## config.mk

```make
export PLATFORM = sky130hd
export DESIGN_NAME = npc_regs
export DESIGN_NICKNAME = d
export VERILOG_FILES = /design/src/npc_pkg.sv /design/src/npc_regs.sv
export SDC_FILE = /design/constraint.sdc
export NUM_CORES = 1
export LEC_CHECK = 0
export BUFFER_PORTS_ARGS = -buffer_cell sky130_fd_sc_hd__buf_2
export CAP_MARGIN = 0
export CORE_ASPECT_RATIO = 0.5
export CORE_UTILIZATION = 65
export CTS_BUF_LIST = sky130_fd_sc_hd__clkbuf_4
export DETAILED_ROUTE_END_ITERATION = 8
export HOLD_SLACK_MARGIN = 0.12
export PLACE_DENSITY = 0.95
export REMOVE_ABC_BUFFERS = 1
export SYNTH_ARGS = -nofsm -noshare
export SYNTH_HDL_FRONTEND = slang
export SYNTH_SLANG_ARGS = --single-unit
```

## constraint.sdc

```tcl
create_clock -name clk -period 2.76 [get_ports clk]
set_input_delay 0.828 -clock clk [delete_from_list [all_inputs] [get_ports clk]]
set_output_delay 0.828 -clock clk [all_outputs]
set_load 0.01 [all_outputs]
```

## src/npc_pkg.sv

```systemverilog
// package: constants and types for the flash protection/configuration register block
// assumes one system clock; serial pins are sampled as plain asynchronous inputs
package npc_pkg;
    // register addresses, matched on the upper nibble of the address byte
    localparam logic [3:0] PROT_ADDR_NIB = 4'hA;
    localparam logic [3:0] CFG_ADDR_NIB = 4'hB;
    localparam logic [3:0] STAT_ADDR_NIB = 4'hC;

    // protection_reg field positions
    localparam int PR_PROTECT_LO_BIT = 7;
    localparam int PR_BLOCK_MSB = 6;
    localparam int PR_BLOCK_LSB = 2;
    localparam int PR_HW_PROTECT_BIT = 1;
    localparam int PR_PROTECT_HI_BIT = 0;
    localparam logic [7:0] PROT_RESET = 8'h7C;

    // config_reg field positions
    localparam int CR_OTP_LOCK_BIT = 7;
    localparam int CR_OTP_ACCESS_BIT = 6;
    localparam int CR_PROT_LOCK_BIT = 5;
    localparam int CR_ECC_EN_BIT = 4;
    localparam int CR_BUF_MODE_BIT = 3;
    localparam int CR_DRIVE_MSB = 2;
    localparam int CR_DRIVE_LSB = 1;
    localparam int CR_HOLD_DIS_BIT = 0;
    localparam logic [7:0] CFG_RESET_NO_BUF = 8'h14;

    // status register 3: only the write enable latch is modelled
    localparam int SR_WEL_BIT = 1;

    // opcodes
    localparam logic [7:0] OP_WRITE_EN = 8'h06;
    localparam logic [7:0] OP_WRITE_DIS = 8'h04;
    localparam logic [7:0] OP_READ_STAT_A = 8'h05;
    localparam logic [7:0] OP_READ_STAT_B = 8'h0F;
    localparam logic [7:0] OP_WRITE_STAT_A = 8'h01;
    localparam logic [7:0] OP_WRITE_STAT_B = 8'h1F;
    localparam logic [7:0] OP_RESET = 8'hFF;
    localparam logic [7:0] OP_QUAD_READ = 8'h6B;
    localparam logic [7:0] OP_QUAD_LOAD = 8'h32;

    // otp area geometry
    localparam int OTP_PAGES = 10;
    localparam int OTP_PAGE_BYTES = 2112;
    localparam logic [7:0] OTP_ERASED = 8'hFF;

    // read mode geometry
    localparam int BUF_LAST_COL = 2111;
    localparam int PAGE_DATA_BYTES = 2048;

    typedef struct packed {
        logic cs_n;
        logic sclk;
        logic mosi;
        logic wp_n;
    } npc_pins_t;

    typedef enum logic [2:0] {ST_CMD, ST_ADDR, ST_WDATA, ST_RDATA, ST_SKIP} npc_state_t;
endpackage : npc_pkg

```

## src/npc_regs.sv

```systemverilog
// file: serial register bank of the flash (protection, configuration, write latch)
// assumes: spi mode 0 pins arrive unsynchronised; clk far faster than sclk;
// sys_rst stands for a power cycle.
`timescale 1ns/1ps
module npc_regs
    import npc_pkg::*;
#(
    parameter logic BUF_DEFAULT = 1'b1
) (
    input wire logic clk, // system clock 100 MHz
    input wire logic sys_rst, // synchronous reset, acts as power cycle
    input wire npc_pins_t pins, // raw serial pins
    output logic miso, // serial data out
    output logic miso_oe, // serial data out enable
    output logic [7:0] prot_reg, // protection register contents
    output logic [7:0] cfg_reg, // configuration register contents
    output logic quad_enable, // quad operation permitted; hold is a data line, protect pin still gates srp 01 protection writes
    output logic write_block, // all writes, programs and erases blocked
    output logic otp_prog_allow, // otp area may be programmed
    output logic quad_cmd, // accepted quad command, one-cycle pulse
    output logic page_load // power-up load of page 0, one-cycle pulse
);
    npc_pins_t sy1_r, sy2_r;
    logic sclk_d_r;
    npc_state_t st_r, st_nxt;
    logic [2:0] cnt_r, cnt_nxt;
    logic [7:0] sh_r, sh_nxt;
    logic [7:0] tx_r, tx_nxt;
    logic [3:0] adr_r, adr_nxt;
    logic is_wr_r, is_wr_nxt;
    logic [7:0] prot_r, prot_nxt;
    logic [7:0] cfg_r, cfg_nxt;
    logic wel_r, wel_nxt;
    logic miso_r, miso_nxt;
    logic oe_r, oe_nxt;
    logic quad_en_r, quad_en_nxt;
    logic blk_r, blk_nxt;
    logic otp_ok_r, otp_ok_nxt;
    logic qcmd_r, qcmd_nxt;
    logic boot_r, boot_nxt;
    logic pload_r, pload_nxt;

    logic rise, fall, byte_done, wr_go;
    logic [7:0] rx_byte;
    logic hw_blk, prot_ok;
    logic [1:0] srp;

    // pin synchroniser; second stage is the only reader of the first
    always_ff @(posedge clk) begin
        if (sys_rst) begin
            sy1_r <= '{cs_n: 1'b1, sclk: 1'b0, mosi: 1'b0, wp_n: 1'b1};
            sy2_r <= '{cs_n: 1'b1, sclk: 1'b0, mosi: 1'b0, wp_n: 1'b1};
            sclk_d_r <= 1'b0;
        end else begin
            sy1_r <= pins;
            sy2_r <= sy1_r;
            sclk_d_r <= sy2_r.sclk;
        end
    end

    function automatic logic [7:0] read_reg(input logic [3:0] nib, input logic [7:0] pr,
                                             input logic [7:0] cr, input logic wel);
        logic [7:0] v;
        v = 8'h00;
        case (nib)
            PROT_ADDR_NIB: v = pr;
            CFG_ADDR_NIB: v = cr;
            STAT_ADDR_NIB: v[SR_WEL_BIT] = wel;
            default: v = 8'h00;
        endcase
        return v;
    endfunction : read_reg

    assign rise = sy2_r.sclk & ~sclk_d_r;
    assign fall = ~sy2_r.sclk & sclk_d_r;
    assign rx_byte = {sh_r[6:0], sy2_r.mosi};
    assign byte_done = rise && !sy2_r.cs_n && cnt_r == 3'd7;
    assign wr_go = byte_done && st_r == ST_WDATA;
    assign srp = {prot_r[PR_PROTECT_HI_BIT], prot_r[PR_PROTECT_LO_BIT]};
    // pin low under hardware protection blocks protection and configuration writes
    assign hw_blk = prot_r[PR_HW_PROTECT_BIT] && !sy2_r.wp_n;

    // protection register write permission
    always_comb begin
        prot_ok = 1'b0;
        if (wel_r && !cfg_r[CR_PROT_LOCK_BIT] && !hw_blk) begin
            case (srp)
                2'b00: prot_ok = 1'b1;
                2'b01: prot_ok = prot_r[PR_HW_PROTECT_BIT] || sy2_r.wp_n;
                2'b10: prot_ok = 1'b0;
                2'b11: prot_ok = 1'b1;
                default: prot_ok = 1'b0;
            endcase
        end
    end

    // serial command engine and register updates
    always_comb begin
        st_nxt = st_r;
        cnt_nxt = cnt_r;
        sh_nxt = sh_r;
        tx_nxt = tx_r;
        adr_nxt = adr_r;
        is_wr_nxt = is_wr_r;
        prot_nxt = prot_r;
        cfg_nxt = cfg_r;
        wel_nxt = wel_r;
        miso_nxt = miso_r;
        oe_nxt = oe_r;
        qcmd_nxt = 1'b0;
        if (sy2_r.cs_n) begin
            st_nxt = ST_CMD;
            cnt_nxt = 3'd0;
            oe_nxt = 1'b0;
        end else begin
            if (rise) begin
                sh_nxt = rx_byte;
                cnt_nxt = cnt_r + 3'd1;
            end
            if (fall && st_r == ST_RDATA) begin
                // mode 0: the fall that ends the address byte must re-present bit 7,
                // otherwise the host would miss the msb of every read
                miso_nxt = tx_r[7];
                tx_nxt = {tx_r[6:0], tx_r[7]};
            end
            if (byte_done) begin
                case (st_r)
                    ST_CMD: begin
                        st_nxt = ST_SKIP;
                        case (rx_byte)
                            OP_WRITE_EN: wel_nxt = 1'b1;
                            OP_WRITE_DIS: wel_nxt = 1'b0;
                            OP_RESET: begin
                                wel_nxt = 1'b0;
                                cfg_nxt[CR_OTP_ACCESS_BIT] = 1'b0;
                            end
                            OP_READ_STAT_A, OP_READ_STAT_B: begin
                                st_nxt = ST_ADDR;
                                is_wr_nxt = 1'b0;
                            end
                            OP_WRITE_STAT_A, OP_WRITE_STAT_B: begin
                                st_nxt = ST_ADDR;
                                is_wr_nxt = 1'b1;
                            end
                            OP_QUAD_READ, OP_QUAD_LOAD: qcmd_nxt = quad_en_r;
                            default: st_nxt = ST_SKIP;
                        endcase
                    end
                    ST_ADDR: begin
                        adr_nxt = rx_byte[7:4];
                        if (is_wr_r) begin
                            st_nxt = ST_WDATA;
                        end else begin
                            st_nxt = ST_RDATA;
                            tx_nxt = read_reg(rx_byte[7:4], prot_r, cfg_r, wel_r);
                            miso_nxt = tx_nxt[7];
                            oe_nxt = 1'b1;
                        end
                    end
                    ST_WDATA: begin
                        st_nxt = ST_SKIP;
                        if (adr_r == PROT_ADDR_NIB && prot_ok) begin
                            prot_nxt = rx_byte;
                            wel_nxt = 1'b0;
                        end
                        if (adr_r == CFG_ADDR_NIB && !hw_blk) begin
                            cfg_nxt[CR_OTP_ACCESS_BIT] = rx_byte[CR_OTP_ACCESS_BIT];
                            cfg_nxt[CR_ECC_EN_BIT] = rx_byte[CR_ECC_EN_BIT];
                            cfg_nxt[CR_BUF_MODE_BIT] = rx_byte[CR_BUF_MODE_BIT];
                            cfg_nxt[CR_DRIVE_MSB:CR_DRIVE_LSB] =
                                rx_byte[CR_DRIVE_MSB:CR_DRIVE_LSB];
                            cfg_nxt[CR_HOLD_DIS_BIT] = rx_byte[CR_HOLD_DIS_BIT];
                            // lock bits only ever set, and only from otp access mode
                            if (rx_byte[CR_OTP_LOCK_BIT] && cfg_r[CR_OTP_ACCESS_BIT]) begin
                                cfg_nxt[CR_OTP_LOCK_BIT] = 1'b1;
                            end
                            if (rx_byte[CR_PROT_LOCK_BIT] && cfg_r[CR_OTP_ACCESS_BIT]
                                    && srp == 2'b11) begin
                                cfg_nxt[CR_PROT_LOCK_BIT] = 1'b1;
                            end
                        end
                    end
                    ST_RDATA: st_nxt = ST_RDATA;
                    ST_SKIP: st_nxt = ST_SKIP;
                    default: st_nxt = ST_SKIP;
                endcase
            end
        end
    end

    // derived mode flags, registered so every output is a flop
    always_comb begin
        quad_en_nxt = !prot_r[PR_HW_PROTECT_BIT];
        blk_nxt = hw_blk;
        // otp programming: access mode on, not locked, not pin-blocked
        otp_ok_nxt = cfg_r[CR_OTP_ACCESS_BIT] && !cfg_r[CR_OTP_LOCK_BIT] && !hw_blk;
        boot_nxt = 1'b0;
        pload_nxt = boot_r;
    end

    always_ff @(posedge clk) begin
        if (sys_rst) begin
            st_r <= ST_CMD;
            cnt_r <= 3'd0;
            sh_r <= 8'h00;
            tx_r <= 8'h00;
            adr_r <= 4'h0;
            is_wr_r <= 1'b0;
            prot_r <= PROT_RESET;
            cfg_r <= CFG_RESET_NO_BUF | (BUF_DEFAULT ? 8'h08 : 8'h00);
            wel_r <= 1'b0;
            miso_r <= 1'b0;
            oe_r <= 1'b0;
            quad_en_r <= 1'b1;
            blk_r <= 1'b0;
            otp_ok_r <= 1'b0;
            qcmd_r <= 1'b0;
            boot_r <= 1'b1;
            pload_r <= 1'b0;
        end else begin
            st_r <= st_nxt;
            cnt_r <= cnt_nxt;
            sh_r <= sh_nxt;
            tx_r <= tx_nxt;
            adr_r <= adr_nxt;
            is_wr_r <= is_wr_nxt;
            prot_r <= prot_nxt;
            cfg_r <= cfg_nxt;
            wel_r <= wel_nxt;
            miso_r <= miso_nxt;
            oe_r <= oe_nxt;
            quad_en_r <= quad_en_nxt;
            blk_r <= blk_nxt;
            otp_ok_r <= otp_ok_nxt;
            qcmd_r <= qcmd_nxt;
            boot_r <= boot_nxt;
            pload_r <= pload_nxt;
        end
    end

    assign miso = miso_r;
    assign miso_oe = oe_r;
    assign prot_reg = prot_r;
    assign cfg_reg = cfg_r;
    assign quad_enable = quad_en_r;
    assign write_block = blk_r;
    assign otp_prog_allow = otp_ok_r;
    assign quad_cmd = qcmd_r;
    assign page_load = pload_r;
endmodule : npc_regs

```

Yosys cells after proc, flatten, opt, wreduce, memory -nomap -nowiden --
Cells that the tools add are included.
Word-level totals: output and inout bits 23, logic and storage cells 131, register bits 60, input port bits 6
Operators by class: $add $sub $neg 1, muxes and demuxes 25, equal/unequal tests 25, bitwise gates (word level) 9, reduce and logical (&&, ||, !) cells 42
Operator list (count):
- $mux W8 | 4
- $eq A8 B3 Y1 const B | 3
- $eq A4 B4 Y1 const B | 5
- $reduce_and A5 Y1 | 4
- $logic_and A1 B1 Y1 | 13
- $pmux W6 S2 | 1
- $reduce_and A4 Y1 | 3
- $reduce_or A2 Y1 | 6
- $mux W1 | 10
- $pmux W1 S2 | 5
- $pmux W3 S3 | 1
- $eq A8 B1 Y1 const B | 1
- $eq A8 B4 Y1 const B | 1
- $eq A8 B5 Y1 const B | 1
- $eq A8 B6 Y1 const B | 1
- $eq A8 B7 Y1 const B | 1
- $eq A8 B8 Y1 const B | 1
- $mux W7 | 1
- $not A1 Y1 | 7
- $eq A3 B2 Y1 const B | 2
- $logic_not A1 Y1 | 6
- $ne A2 B1 Y1 const B | 3
- $pmux W1 S3 | 2
- $reduce_and A3 Y1 | 2
- 15 further kinds | 18

Depth between registers and ports, before layout --
Gate-level depths: netlist of the first run.
word-level depth 8, mapped depth 7, mapped depth without buffers 6

Least setup slack after synthesis of the first run --
OpenSTA, ideal clock, no wires.
path type input port to flip-flop, from in sys_rst, to reg tx_r[0], required time 2.677 ns, slack 0.651 ns, arrival time 2.026 ns, setup time 0.083 ns, cell stages on the path 6, path buffers 2, cells stage by stage clkbuf_1 > or2_2 > clkbuf_1 > nor3b_1 > nand3_1 > o221ai_1
RTL lines:
- start, declared | RTL line npc_regs.sv:11 | input wire logic sys_rst,
- end signal, assigned | RTL line npc_regs.sv:224 | tx_r <= tx_nxt;
- end, declared | RTL line npc_regs.sv:28 | logic [7:0] tx_r, tx_nxt;

Final worst setup path of the first run --
from reg cnt_r[0], to reg tx_r[4]
Between the ends: word-level cells in the longest chain between the ends 3
Ends and longest elaborated chain:
- start, declared | RTL line npc_regs.sv:26 | logic [2:0] cnt_r, cnt_nxt;
- start signal, assigned | RTL line npc_regs.sv:222 | cnt_r <= cnt_nxt;
- $eq A3 B3 Y1 | RTL line npc_regs.sv:77 | assign byte_done = rise && !sy2_r.cs_n && cnt_r == 3'd7;
- $logic_and A1 B1 Y1 | RTL line npc_regs.sv:77
- $mux W8 | RTL line npc_regs.sv:126 | if (byte_done) begin
No other way between the ends. A chain may end at the register's enable or synchronous reset.

==> results of run 1 <==
## cells in the final DEF (no fill, tap or decap), drive strengths merged, types with 7 or more instances in the layout
master	netlist	final
dfxtp	60	60
buf	5	32
nand2	26	26
a21oi	24	24
o21ai	22	22
nand3	21	21
nor2	16	16
mux2i	15	15
clkbuf	17	9
nor3	8	8
nor2b	8	8
or2	7	7
## cell families (layout without fill, tap and decap cells)
family / Yosys count / count (layout) / share of synthesized area [%]
AND/OR/NAND/NOR: 116 / 116 / 23.5
AO/OA/AOI/OAI: 74 / 74 / 18.7
flip-flops: 60 / 60 / 45.3
buffers and inverters: 28 / 53 / 4.15
multiplexers: 16 / 16 / 6.09
adder cells (fa/ha/maj): 4 / 4 / 1.89
XOR/XNOR: 1 / 1 / 0.331
## final cells by class
| cell class | instances | area [µm²] |
|---|---|---|
| Clock buffer | 9 | 67.6 |
| Clock inverter | 6 | 32.5 |
| Fill cell | 260 | 763 |
| Inverter | 6 | 22.5 |
| Multi-Input combinational cell | 211 | 1340 |
| Sequential cell | 60 | 1200 |
| Tap cell | 51 | 63.8 |
| Timing Repair Buffer | 32 | 170 |
## power by group through the flow
stage | clock (mW) | sequential (mW) | combinational (mW)
after floorplan | 0 | 0.897 | 0.0180
after global placement | 0 | 0.898 | 0.0337
after detailed placement | 0 | 0.898 | 0.0350
after CTS | 0.494 | 0.878 | 0.0351
after global routing | 0.529 | 0.880 | 0.0387
final | 0.485 | 0.879 | 0.0354
## per-layer routing
metal  wire [µm]  track usage, %  up-vias
li1            -               -     1121
met1        2680            40.7     1076
met2        2620            47.0      131
met3         638            9.71       14
met4          88            12.5        0
met5           0               0        -
## stage by stage
stage | instances | total power [mW] | instance area, µm² | utilization, %
2_1_floorplan | 277 | 0.915 | 2560 | -
3_3_place_gp | 360 | 0.932 | 2800 | 76.4
3_5_place_dp | 360 | 0.933 | 2800 | 76.4
4_1_cts | 375 | 1.41 | 2900 | 79.1
5_1_grt | 375 | 1.45 | 2900 | 79.1
6_report | 375 | 1.40 | 2900 | 79.1
## worst reg2reg max path, delay by kind of cell (launching register included)
family          cells  cell delay, ns
compound gates      1            0.26
fa+ha+maj           2            0.31
buf+inv             1            0.19
flops               1            0.38
simple gates        3            0.94
## path summary, 6_finish.rpt
| path | from | endpoint | slack [ns] | cells after the start |
|---|---|---|---|---|
| setup reg to reg | cnt_r[0] | tx_r[4] | 0.58 | 7 |
| hold reg to reg | sy1_r[0] | sy2_r[0] | 0.42 | 1 |
| setup / recovery | cnt_r[0] | tx_r[4] | 0.58 | 7 |
| hold / removal | sy1_r[0] | sy2_r[0] | 0.42 | 1 |
==> flow_metrics.env, run 1 <==
export IMPL_crit_required_ns=3.09
export IMPL_worst_path_largest_cell_delay_ns=0.42
export IMPL_clk_root_buffer_cell="sky130_fd_sc_hd__clkbuf_4"
export IMPL_post_cts_setup_buffers=0
export IMPL_cap_viol_max_count=0
export IMPL_port_buffers=28
export IMPL_clock_sink_count=60
export IMPL_timing_final_crit_period_ns=2.18
export IMPL_cp_cell_sequence="ha_1 > ha_1 > nand4bb_1 > nor3_1 > buf_4 > nand3_1 > o221ai_1"
export IMPL_synth_warnings=0
export IMPL_post_route_worst_setup_slack_ns=0.583
export IMPL_synth_top_cells_by_count="sky130_fd_sc_hd__dfxtp_1 (60), sky130_fd_sc_hd__nand2_1 (26), sky130_fd_sc_hd__a21oi_1 (24), sky130_fd_sc_hd__nand3_1 (21), sky130_fd_sc_hd__o21ai_0 (21)"
export IMPL_setup_viol=0
export IMPL_global_route_wire_length_before_repair_um=9610
export IMPL_finalHoldViolations=0
export IMPL_peakVddDrop_uv=303
export IMPL_worst_setup_path_category="reg2reg"
export IMPL_die_width_um=92.3
export IMPL_timing_critical_path_max_delay_family="simple AND/OR/NAND/NOR gates"
export IMPL_grt_max_degree=31
export IMPL_io_pins=29
export IMPL_avgSynthCellArea_um2=8.86
export IMPL_totalWireLength_um=6030
export IMPL_tightest_slew_ns=0.699
export IMPL_yosys_cell_count_top_type="sky130_fd_sc_hd__dfxtp_1"
export IMPL_route_detailed_wl_per_inst_um=16.1
export IMPL_drv_slew=0
export IMPL_cp_max_fo=13
export IMPL_intPower_mw=1.06
export IMPL_area_growth_syn_to_layout_pct=9.30
export IMPL_initial_core_util_pct=72.4
export IMPL_cts_root_to_sink_buffers=2
export IMPL_max_slew_margin_rel_pct=53.0
export IMPL_cts_hold_buffers_added=0
export IMPL_dieArea_um2=4350
export IMPL_dr_total_vias=2342
export IMPL_cts_buffers_inserted=9
export IMPL_ys_flop_type="sky130_fd_sc_hd__dfxtp_1"
export IMPL_crit_path_end_kind="register"
export IMPL_dp_hpwl_um=4340
export IMPL_rsz_0062_raised_after_global_routing="false"
export IMPL_drive_above_1_share_pct=17.3
export IMPL_static_leakage_power_nw=1.11
export IMPL_skew_ns=0.0189
export IMPL_synth_enable_flop_cells=0
export IMPL_yosysUniqueCellTypes=50
export IMPL_finalNetCount=330
export IMPL_post_route_period_util_pct=78.9
export IMPL_number_of_global_route_vias_before_repair=1991
export IMPL_route_detailed_drc=0
export IMPL_detail_route_iter0_violations=227
export IMPL_hold_slack_ns=0.417
export IMPL_pwr_share_clk_pct=34.7
export IMPL_preCtsSetupSlack_ns=0.555
export IMPL_cts_htree_levels=3
export IMPL_insertedDiodeCount=0
export IMPL_crit_slowest_cell="sky130_fd_sc_hd__nand4bb_1"
export IMPL_yosysSeqAreaShare_pct=45.3
export IMPL_globalplace_congestion=0.944
export IMPL_fin_tns_setup_ns=0
export IMPL_synth_area_leaders="sky130_fd_sc_hd__dfxtp_1 (45%), sky130_fd_sc_hd__mux2i_1 (5.7%), sky130_fd_sc_hd__a21oi_1 (4.5%)"
export IMPL_detail_route_first_pass_iterations=5
export IMPL_post_synth_top_area_share_pct=45.3
export IMPL_ys_ff_latch=60
export IMPL_arrival_time_worst_endpoint_ns=2.50
export IMPL_clk_insertion_delay_late_ns=0.42
export IMPL_cts_tree="built"
export IMPL_synthDominantAreaCellType="sky130_fd_sc_hd__dfxtp_1"
export IMPL_number_of_antenna_violations_at_the_first_check_in_global_routing=0
export IMPL_sequentialPowerShare_pct=62.8
export IMPL_switching_power_mw=0.343
export IMPL_number_of_antenna_violating_nets_in_the_routed_design=0
export IMPL_critical_path_buf_inv_count=1
export IMPL_post_synth_instance_area_um2=2650
export IMPL_cp_start_kind="register"
export IMPL_core_area_um2=3660
export IMPL_overflow=0
export IMPL_globalRouteTotalUtil_pct=30.4
export IMPL_worst_path_most_repeated_cell="sky130_fd_sc_hd__ha_1"
export IMPL_pwr_dens_nw_per_um2=483
export IMPL_clk_pin_slew_ns=0.10
export IMPL_avgViaCountPerCell=6.25
export IMPL_max_freq_mhz=459
export IMPL_worstHoldPathType="reg2reg"
export IMPL_rows=15
export IMPL_async_reset_ff_share_pct=0
export IMPL_postSynthCellCount=299
export IMPL_result_of_the_run="finished, final reports clean"
export IMPL_sw_frac_of_total_pct=24.5
export IMPL_power_share_combinational_pct=2.5
export IMPL_ctsResizeCount=0
export IMPL_die_y_um=47.2
Note: power is estimated with default switching activity, not from simulation.
==> run 2: changes to the inputs <==
--- a/config.mk
+++ b/config.mk
@@ -5,14 +5,15 @@
 export SDC_FILE = /design/constraint.sdc
 export NUM_CORES = 1
 export LEC_CHECK = 0
+export ABC_AREA = 1
 export BUFFER_PORTS_ARGS = -buffer_cell sky130_fd_sc_hd__buf_2
 export CAP_MARGIN = 0
 export CORE_ASPECT_RATIO = 0.5
-export CORE_UTILIZATION = 65
+export CORE_UTILIZATION = 61
 export CTS_BUF_LIST = sky130_fd_sc_hd__clkbuf_4
 export DETAILED_ROUTE_END_ITERATION = 8
 export HOLD_SLACK_MARGIN = 0.12
-export PLACE_DENSITY = 0.95
+export PLACE_DENSITY = 0.9
 export REMOVE_ABC_BUFFERS = 1
 export SYNTH_ARGS = -nofsm -noshare
 export SYNTH_HDL_FRONTEND = slang
==> constraint.sdc (replaced) <==
create_clock -name clk -period 2.1 [get_ports clk]
set_input_delay 0.63 -clock clk [delete_from_list [all_inputs] [get_ports clk]]
set_output_delay 0.63 -clock clk [all_outputs]
set_load 0.01 [all_outputs]
==> run 2 against run 1 <==
  * Synthesized area is 6.4% higher
  * Die area is 13% higher
  * Sequential share of layout area is 3.3 points lower
  * Combinational power is 94% higher
  * Worst hold slack worse by 0.018 ns
  * Clock power is 63% higher
  * Critical path type unchanged
  * Largest power group unchanged
  * Highest routed layer unchanged
==> flow_metrics.env, run 2 <==
export IMPL_post_route_util_pct=71.1
export IMPL_yosysSeqAreaShare_pct=42.6
export IMPL_post_synth_instance_area_um2=2820
export IMPL_area_growth_syn_to_layout_pct=11.6
export IMPL_max_freq_mhz=579
export IMPL_peakVddDrop_uv=397
export IMPL_post_cts_setup_buffers=0
export IMPL_static_leakage_power_nw=1.50
export IMPL_mostFrequentLayoutCells="sky130_fd_sc_hd__nand2_1 (105), sky130_fd_sc_hd__dfxtp_1 (60), sky130_fd_sc_hd__nor2_1 (56), sky130_fd_sc_hd__inv_1 (51), sky130_fd_sc_hd__nand3_1 (33)"
export IMPL_clk_root_buffer_cell="sky130_fd_sc_hd__clkbuf_4"
export IMPL_worst_r2r_startpoint="st_r[1]"
export IMPL_arrival_time_worst_endpoint_ns=2.03
export IMPL_clk_insertion_delay_late_ns=0.41
export IMPL_yosysUniqueCellTypes=36
export IMPL_crit_path_start="st_r[1]"
export IMPL_preCtsSetupSlack_ns=0.413
export IMPL_dieArea_um2=4910
export IMPL_number_of_antenna_violations_at_the_first_check_in_global_routing=0
export IMPL_ys_flop_type="sky130_fd_sc_hd__dfxtp_1"
export IMPL_dp_hpwl_um=5080
export IMPL_global_route_wire_length_before_repair_um=11300
export IMPL_synth_enable_flop_cells=0
export IMPL_min_delay_startpoint="pins[3]"
export IMPL_drv_slew=0
export IMPL_avgSynthCellArea_um2=7.08
export IMPL_core_area_um2=4420
export IMPL_number_of_global_route_vias_before_repair=2380
export IMPL_die_width_um=98.1
export IMPL_async_reset_ff_share_pct=0
export IMPL_dr_total_vias=2730
export IMPL_detail_route_first_pass_iterations=7
export IMPL_ys_ff_latch=60
export IMPL_cap_viol_max_count=0
export IMPL_route_detailed_wl_per_inst_um=14.1
export IMPL_skew_ns=0.0131
export IMPL_port_buffers=28
export IMPL_worst_hold_path_num_cells=2
export IMPL_postSynthCellCount=398
export IMPL_crit_path_end_kind="register"
export IMPL_cts_tree="built"
export IMPL_n_fill_cell=374
export IMPL_die_y_um=50.1
export IMPL_insertedDiodeCount=0
export IMPL_cts_hold_buffers_added=0
export IMPL_fin_tns_setup_ns=0
export IMPL_crit_required_ns=2.41
export IMPL_cp_max_fo=14
export IMPL_totalWireLength_um=6930
export IMPL_synth_warnings=0
export IMPL_initial_core_util_pct=63.7
export IMPL_pwr_dens_nw_per_um2=642
export IMPL_clk_pin_slew_ns=0.10
export IMPL_grt_max_degree=25
export IMPL_rows=17
export IMPL_cts_buffers_inserted=9
export IMPL_power_total_mw=2.02
export IMPL_finalNetCount=441
export IMPL_worstHoldPathType="in2reg"
export IMPL_synth_area_leaders="sky130_fd_sc_hd__dfxtp_1 (43%), sky130_fd_sc_hd__nand2_1 (14%), sky130_fd_sc_hd__nor2_1 (7.5%)"
export IMPL_setup_viol=0
export IMPL_max_slew_margin_rel_pct=60.4
export IMPL_most_frequent_standard_cell_in_the_layout_excluding_fill_and_tap_cells="sky130_fd_sc_hd__nand2_1"
export IMPL_avgViaCountPerCell=5.54
export IMPL_finalHoldViolations=0
export IMPL_ctsResizeCount=0
export IMPL_rr_worst_depth=7
export IMPL_rsz_0062_raised_after_global_routing="false"
export IMPL_cts_root_to_sink_buffers=2
export IMPL_clock_sink_count=60
export IMPL_post_route_worst_setup_slack_ns=0.373
export IMPL_tightest_slew_ns=0.593
export IMPL_synth_top_cells_by_count="sky130_fd_sc_hd__nand2_1 (105), sky130_fd_sc_hd__dfxtp_1 (60), sky130_fd_sc_hd__nor2_1 (56), sky130_fd_sc_hd__inv_1 (51), sky130_fd_sc_hd__nand3_1 (33)"
export IMPL_cp_start_kind="register"
export IMPL_globalplace_congestion=0.979
export IMPL_synthDominantAreaCellType="sky130_fd_sc_hd__dfxtp_1"
export IMPL_number_of_antenna_violating_nets_in_the_routed_design=0
export IMPL_route_detailed_drc=0
export IMPL_post_synth_top_area_share_pct=42.6
export IMPL_cts_htree_levels=3
export IMPL_overflow=0
export IMPL_post_route_period_util_pct=82.2
export IMPL_yosys_cell_count_top_type="sky130_fd_sc_hd__nand2_1"
export IMPL_detail_route_iter0_violations=314
export IMPL_drive_above_1_share_pct=15.1
export IMPL_worst_setup_path_category="reg2reg"
export IMPL_globalRouteTotalUtil_pct=30.1
export IMPL_result_of_the_run="finished, final reports clean"
export IMPL_timing_final_crit_period_ns=1.73
export IMPL_io_pins=29
[run 2: per-stage QoR]
stage | hold slack, ns | cell area (µm²) | cells
2_1_floorplan | 0.388 | 2770 | 388
3_3_place_gp | 0.391 | 3020 | 477
3_5_place_dp | 0.397 | 3020 | 477
4_1_cts | 0.393 | 3150 | 493
5_1_grt | 0.380 | 3150 | 493
6_report | 0.399 | 3150 | 493
[run 2: cell type report]
type	instances	area (µm²)	share of cell area [%]
multi-input combinational	274	1360	43.4
tap	57	71.3	2.27
clock inverter	6	55.1	1.75
clock buffer	10	75.1	2.39
timing repair buffer	32	170	5.41
inverter	54	209	6.64
sequential	60	1200	38.2
[run 2: cells by family (layout without fill, tap and decap cells)]
group / Yosys count / in the layout / share of synthesized area (%)
xor+xnor: 1 / 1 / 0.311
buf+inv: 64 / 102 / 9.01
flops: 60 / 60 / 42.6
fa+ha+maj: 4 / 4 / 1.78
simple gates: 229 / 229 / 38.3
compound gates: 40 / 40 / 7.99
[run 2: per-layer routing]
| layer | routed length [µm] | global-route usage [%] | up-vias | part of all wire (%) |
|---|---|---|---|---|
| li1 | - | - | 1344 | - |
| met1 | 3080 | 38.6 | 1213 | 44 |
| met2 | 3150 | 48.5 | 151 | 45 |
| met3 | 566 | 9.22 | 22 | 8.2 |
| met4 | 144 | 10.9 | 0 | 2.1 |
| met5 | 0 | 0 | - | 0 |
[run 2: final timing paths]
kind / endpoint / slack (ns)
worst max-delay path: tx_r[1] / 0.37
worst min-delay path: sy1_r[3] / 0.40
worst max register to register: tx_r[1] / 0.37
worst min register to register: page_load / 0.41
[run 2: power breakdown]
part | internal, mW | switching (mW)
registers | 1.15 | 0.00955
clock network | 0.365 | 0.426
logic | 0.0222 | 0.0463
[run 2: worst max-delay path, cell delays in order (launching register included)]
cell	delay, ns
sky130_fd_sc_hd__dfxtp_1	0.71
sky130_fd_sc_hd__inv_1	0.18
sky130_fd_sc_hd__nand2_1	0.27
sky130_fd_sc_hd__nor2_8	0.11
sky130_fd_sc_hd__nand2_4	0.12
sky130_fd_sc_hd__nand3_1	0.09
sky130_fd_sc_hd__nand3_1	0.10
sky130_fd_sc_hd__nand2_1	0.05
==> run 3: changes to the inputs <==
--- a/config.mk
+++ b/config.mk
@@ -5,15 +5,15 @@
 export SDC_FILE = /design/constraint.sdc
 export NUM_CORES = 1
 export LEC_CHECK = 0
-export ABC_AREA = 1
+export ABC_AREA = 0
 export BUFFER_PORTS_ARGS = -buffer_cell sky130_fd_sc_hd__buf_2
 export CAP_MARGIN = 0
 export CORE_ASPECT_RATIO = 0.5
-export CORE_UTILIZATION = 61
+export CORE_UTILIZATION = 60
 export CTS_BUF_LIST = sky130_fd_sc_hd__clkbuf_4
 export DETAILED_ROUTE_END_ITERATION = 8
 export HOLD_SLACK_MARGIN = 0.12
-export PLACE_DENSITY = 0.9
+export PLACE_DENSITY = 0.89
 export REMOVE_ABC_BUFFERS = 1
 export SYNTH_ARGS = -nofsm -noshare
 export SYNTH_HDL_FRONTEND = slang
==> constraint.sdc (replaced) <==
create_clock -name clk -period 1.6 [get_ports clk]
set_input_delay 0.48 -clock clk [delete_from_list [all_inputs] [get_ports clk]]
set_output_delay 0.48 -clock clk [all_outputs]
set_load 0.01 [all_outputs]
==> run 3 against run 2 <==
  * The flow now finishes with violations (negative setup slack)
  * Clock power increased by 34%
  * Critical endpoint is now tx_r[7]
  * Non-clock buffer count increased by 43
  * Highest routed layer unchanged
  * Die area decreased by 4.3%
==> flow_metrics.env, run 3 (synthesized netlist as in run 1, its figures left out) <==
export IMPL_timing_critical_path_max_delay_family="compound AO/OA/AOI/OAI gates"
export IMPL_overflow=0
export IMPL_final_design_area_no_fill_um2=3600
export IMPL_worst_r2r_startpoint="is_wr_r"
export IMPL_worst_hold_path_num_cells=2
export IMPL_tightest_slew_ns=0.483
export IMPL_hold_path_endpoint="sy1_r[3]"
export IMPL_most_frequent_standard_cell_in_the_layout_excluding_fill_and_tap_cells="sky130_fd_sc_hd__dfxtp_1"
export IMPL_mostFrequentLayoutCells="sky130_fd_sc_hd__dfxtp_1 (55), sky130_fd_sc_hd__buf_4 (41), sky130_fd_sc_hd__buf_2 (28), sky130_fd_sc_hd__nand2_1 (20), sky130_fd_sc_hd__a21oi_1 (17)"
export IMPL_rr_worst_depth=4
export IMPL_hold_slack_ns=0.235
export IMPL_cp_max_fo=3
export IMPL_io_pins=29
export IMPL_arrival_time_worst_endpoint_ns=2.08
export IMPL_max_freq_mhz=571
export IMPL_totalWireLength_um=8600
export IMPL_clk_insertion_delay_late_ns=0.44
export IMPL_dieArea_um2=4700
export IMPL_reg_to_reg_endpoint="tx_r[7]"
export IMPL_dp_hpwl_um=4960
export IMPL_route_detailed_drc=0
export IMPL_detail_route_first_pass_iterations=7
export IMPL_dr_total_vias=2801
export IMPL_worst_path_largest_cell_delay_ns=0.57
export IMPL_cts_root_to_sink_buffers=2
export IMPL_insertedDiodeCount=0
export IMPL_place_area_um2=3090
export IMPL_detail_route_iter0_violations=298
export IMPL_cp_cell_sequence="or4b_4 > a311o_1 > a31o_1 > o2bb2ai_2"
export IMPL_rsz_0062_raised_after_global_routing="true"
export IMPL_area_growth_syn_to_layout_pct=35.9
export IMPL_total_area_of_multi_input_combinational_cells_um2=1660
export IMPL_pwr_dens_nw_per_um2=742
export IMPL_finalHoldViolations=0
export IMPL_core_area_um2=4060
export IMPL_worst_setup_path_category="reg2reg"
export IMPL_globalRouteTotalUtil_pct=34.1
export IMPL_peakVddDrop_uv=549
export IMPL_worstHoldPathType="in2reg"
export IMPL_number_of_antenna_violating_nets_in_the_routed_design=0
export IMPL_clk_root_buffer_cell="sky130_fd_sc_hd__clkbuf_4"
export IMPL_result_of_the_run="finished with violations"
export IMPL_route_detailed_wl_per_inst_um=20.4
export IMPL_cts_tree="built"
export IMPL_cts_hold_buffers_added=0
export IMPL_fin_tns_setup_ns=-1.71
export IMPL_globalplace_congestion=0.926
export IMPL_number_of_antenna_violations_at_the_first_check_in_global_routing=0
export IMPL_crit_path_end_kind="register"
export IMPL_port_buffers=28
export IMPL_drive_above_1_share_pct=44.1
export IMPL_crit_required_ns=1.93
export IMPL_post_route_worst_setup_slack_ns=-0.151
export IMPL_skew_ns=0.0187
export IMPL_cts_htree_levels=3
export IMPL_cp_start_kind="register"
export IMPL_cap_viol_max_count=0
export IMPL_critical_path_buf_inv_count=0
export IMPL_power_total_mw=2.67
export IMPL_clock_sink_count=60
export IMPL_clk_pin_slew_ns=0.10
export IMPL_min_delay_startpoint="pins[3]"
export IMPL_r2r_slack_ns=-0.15
export IMPL_initial_core_util_pct=65.2
export IMPL_static_leakage_power_nw=1.37
export IMPL_finalNetCount=373
export IMPL_number_of_global_route_vias_before_repair=2486
export IMPL_preCtsSetupSlack_ns=-0.197
export IMPL_die_y_um=49.0
export IMPL_global_route_wire_length_before_repair_um=11800
export IMPL_setup_viol=22
export IMPL_die_width_um=96.0
export IMPL_drv_slew=0
export IMPL_crit_slowest_cell="sky130_fd_sc_hd__or4b_4"
export IMPL_ff_latch_area_um2=1210
export IMPL_timing_final_crit_period_ns=1.75
export IMPL_post_route_period_util_pct=109
export IMPL_avgViaCountPerCell=6.65
export IMPL_n_fill_cell=174
export IMPL_failing_checks="negative setup slack"
export IMPL_grt_max_degree=15
export IMPL_cts_buffers_inserted=9
export IMPL_max_slew_margin_rel_pct=67.7
export IMPL_rows=16
## run 3: layout make-up
| type | count | area share (%) |
|---|---|---|
| multi-input combinational | 211 | 46.1 |
| sequential | 60 | 33.5 |
| clock inverter | 5 | 1.49 |
| tap | 54 | 1.88 |
| clock buffer | 10 | 2.08 |
| timing repair buffer | 75 | 14.3 |
| inverter | 6 | 0.625 |
## run 3: power breakdown
group	leakage [nW]	switching (mW)	internal, mW	total, mW
Combinational	0.816	0.0538	0.0408	0.0947
Clock	0.0659	0.585	0.477	1.06
Sequential	0.489	0.00994	1.51	1.52
Total	1.37	0.649	2.02	2.67
## run 3: how the worst max path moves through the flow
stage | start | to | slack (ns) | depth (start not counted)
2_1_floorplan | cnt_r[0] | wel_r | -0.69 | 6
3_3_place_gp | sys_rst | tx_r[3] | -0.1 | 5
3_5_place_dp | cnt_r[1] | tx_r[3] | -0.20 | 7
4_1_cts | cnt_r[1] | tx_r[7] | -0.11 | 7
5_1_grt | cnt_r[1] | prot_reg[0] | -0.20 | 8
6_report | is_wr_r | tx_r[7] | -0.15 | 4
## run 3: repair_timing
action | 4_1_cts | 5_1_grt
hold endpoints to repair | 0 | 0
gates resized for setup | 23 | 68
buffers inserted | 2 | 1
setup endpoints to repair | 31 | 35
pin swaps | 7 | 36
gates cloned | 2 | 1
## run 3: per-layer routing
layer  GRT usage [%]  vias up  share of wire (%)
li1                -     1219                  -
met1            44.1     1321                 41
met2            52.6      213                 44
met3            11.5       48                 11
met4            12.9        0                4.0
met5               0        -                  0
## run 3: stage by stage
step                util [%]  cells
finish                  88.6    421
global route            88.6    421
CTS                     82.3    420
detailed placement      75.9    401
global placement        75.9    401
floorplan                  -    277
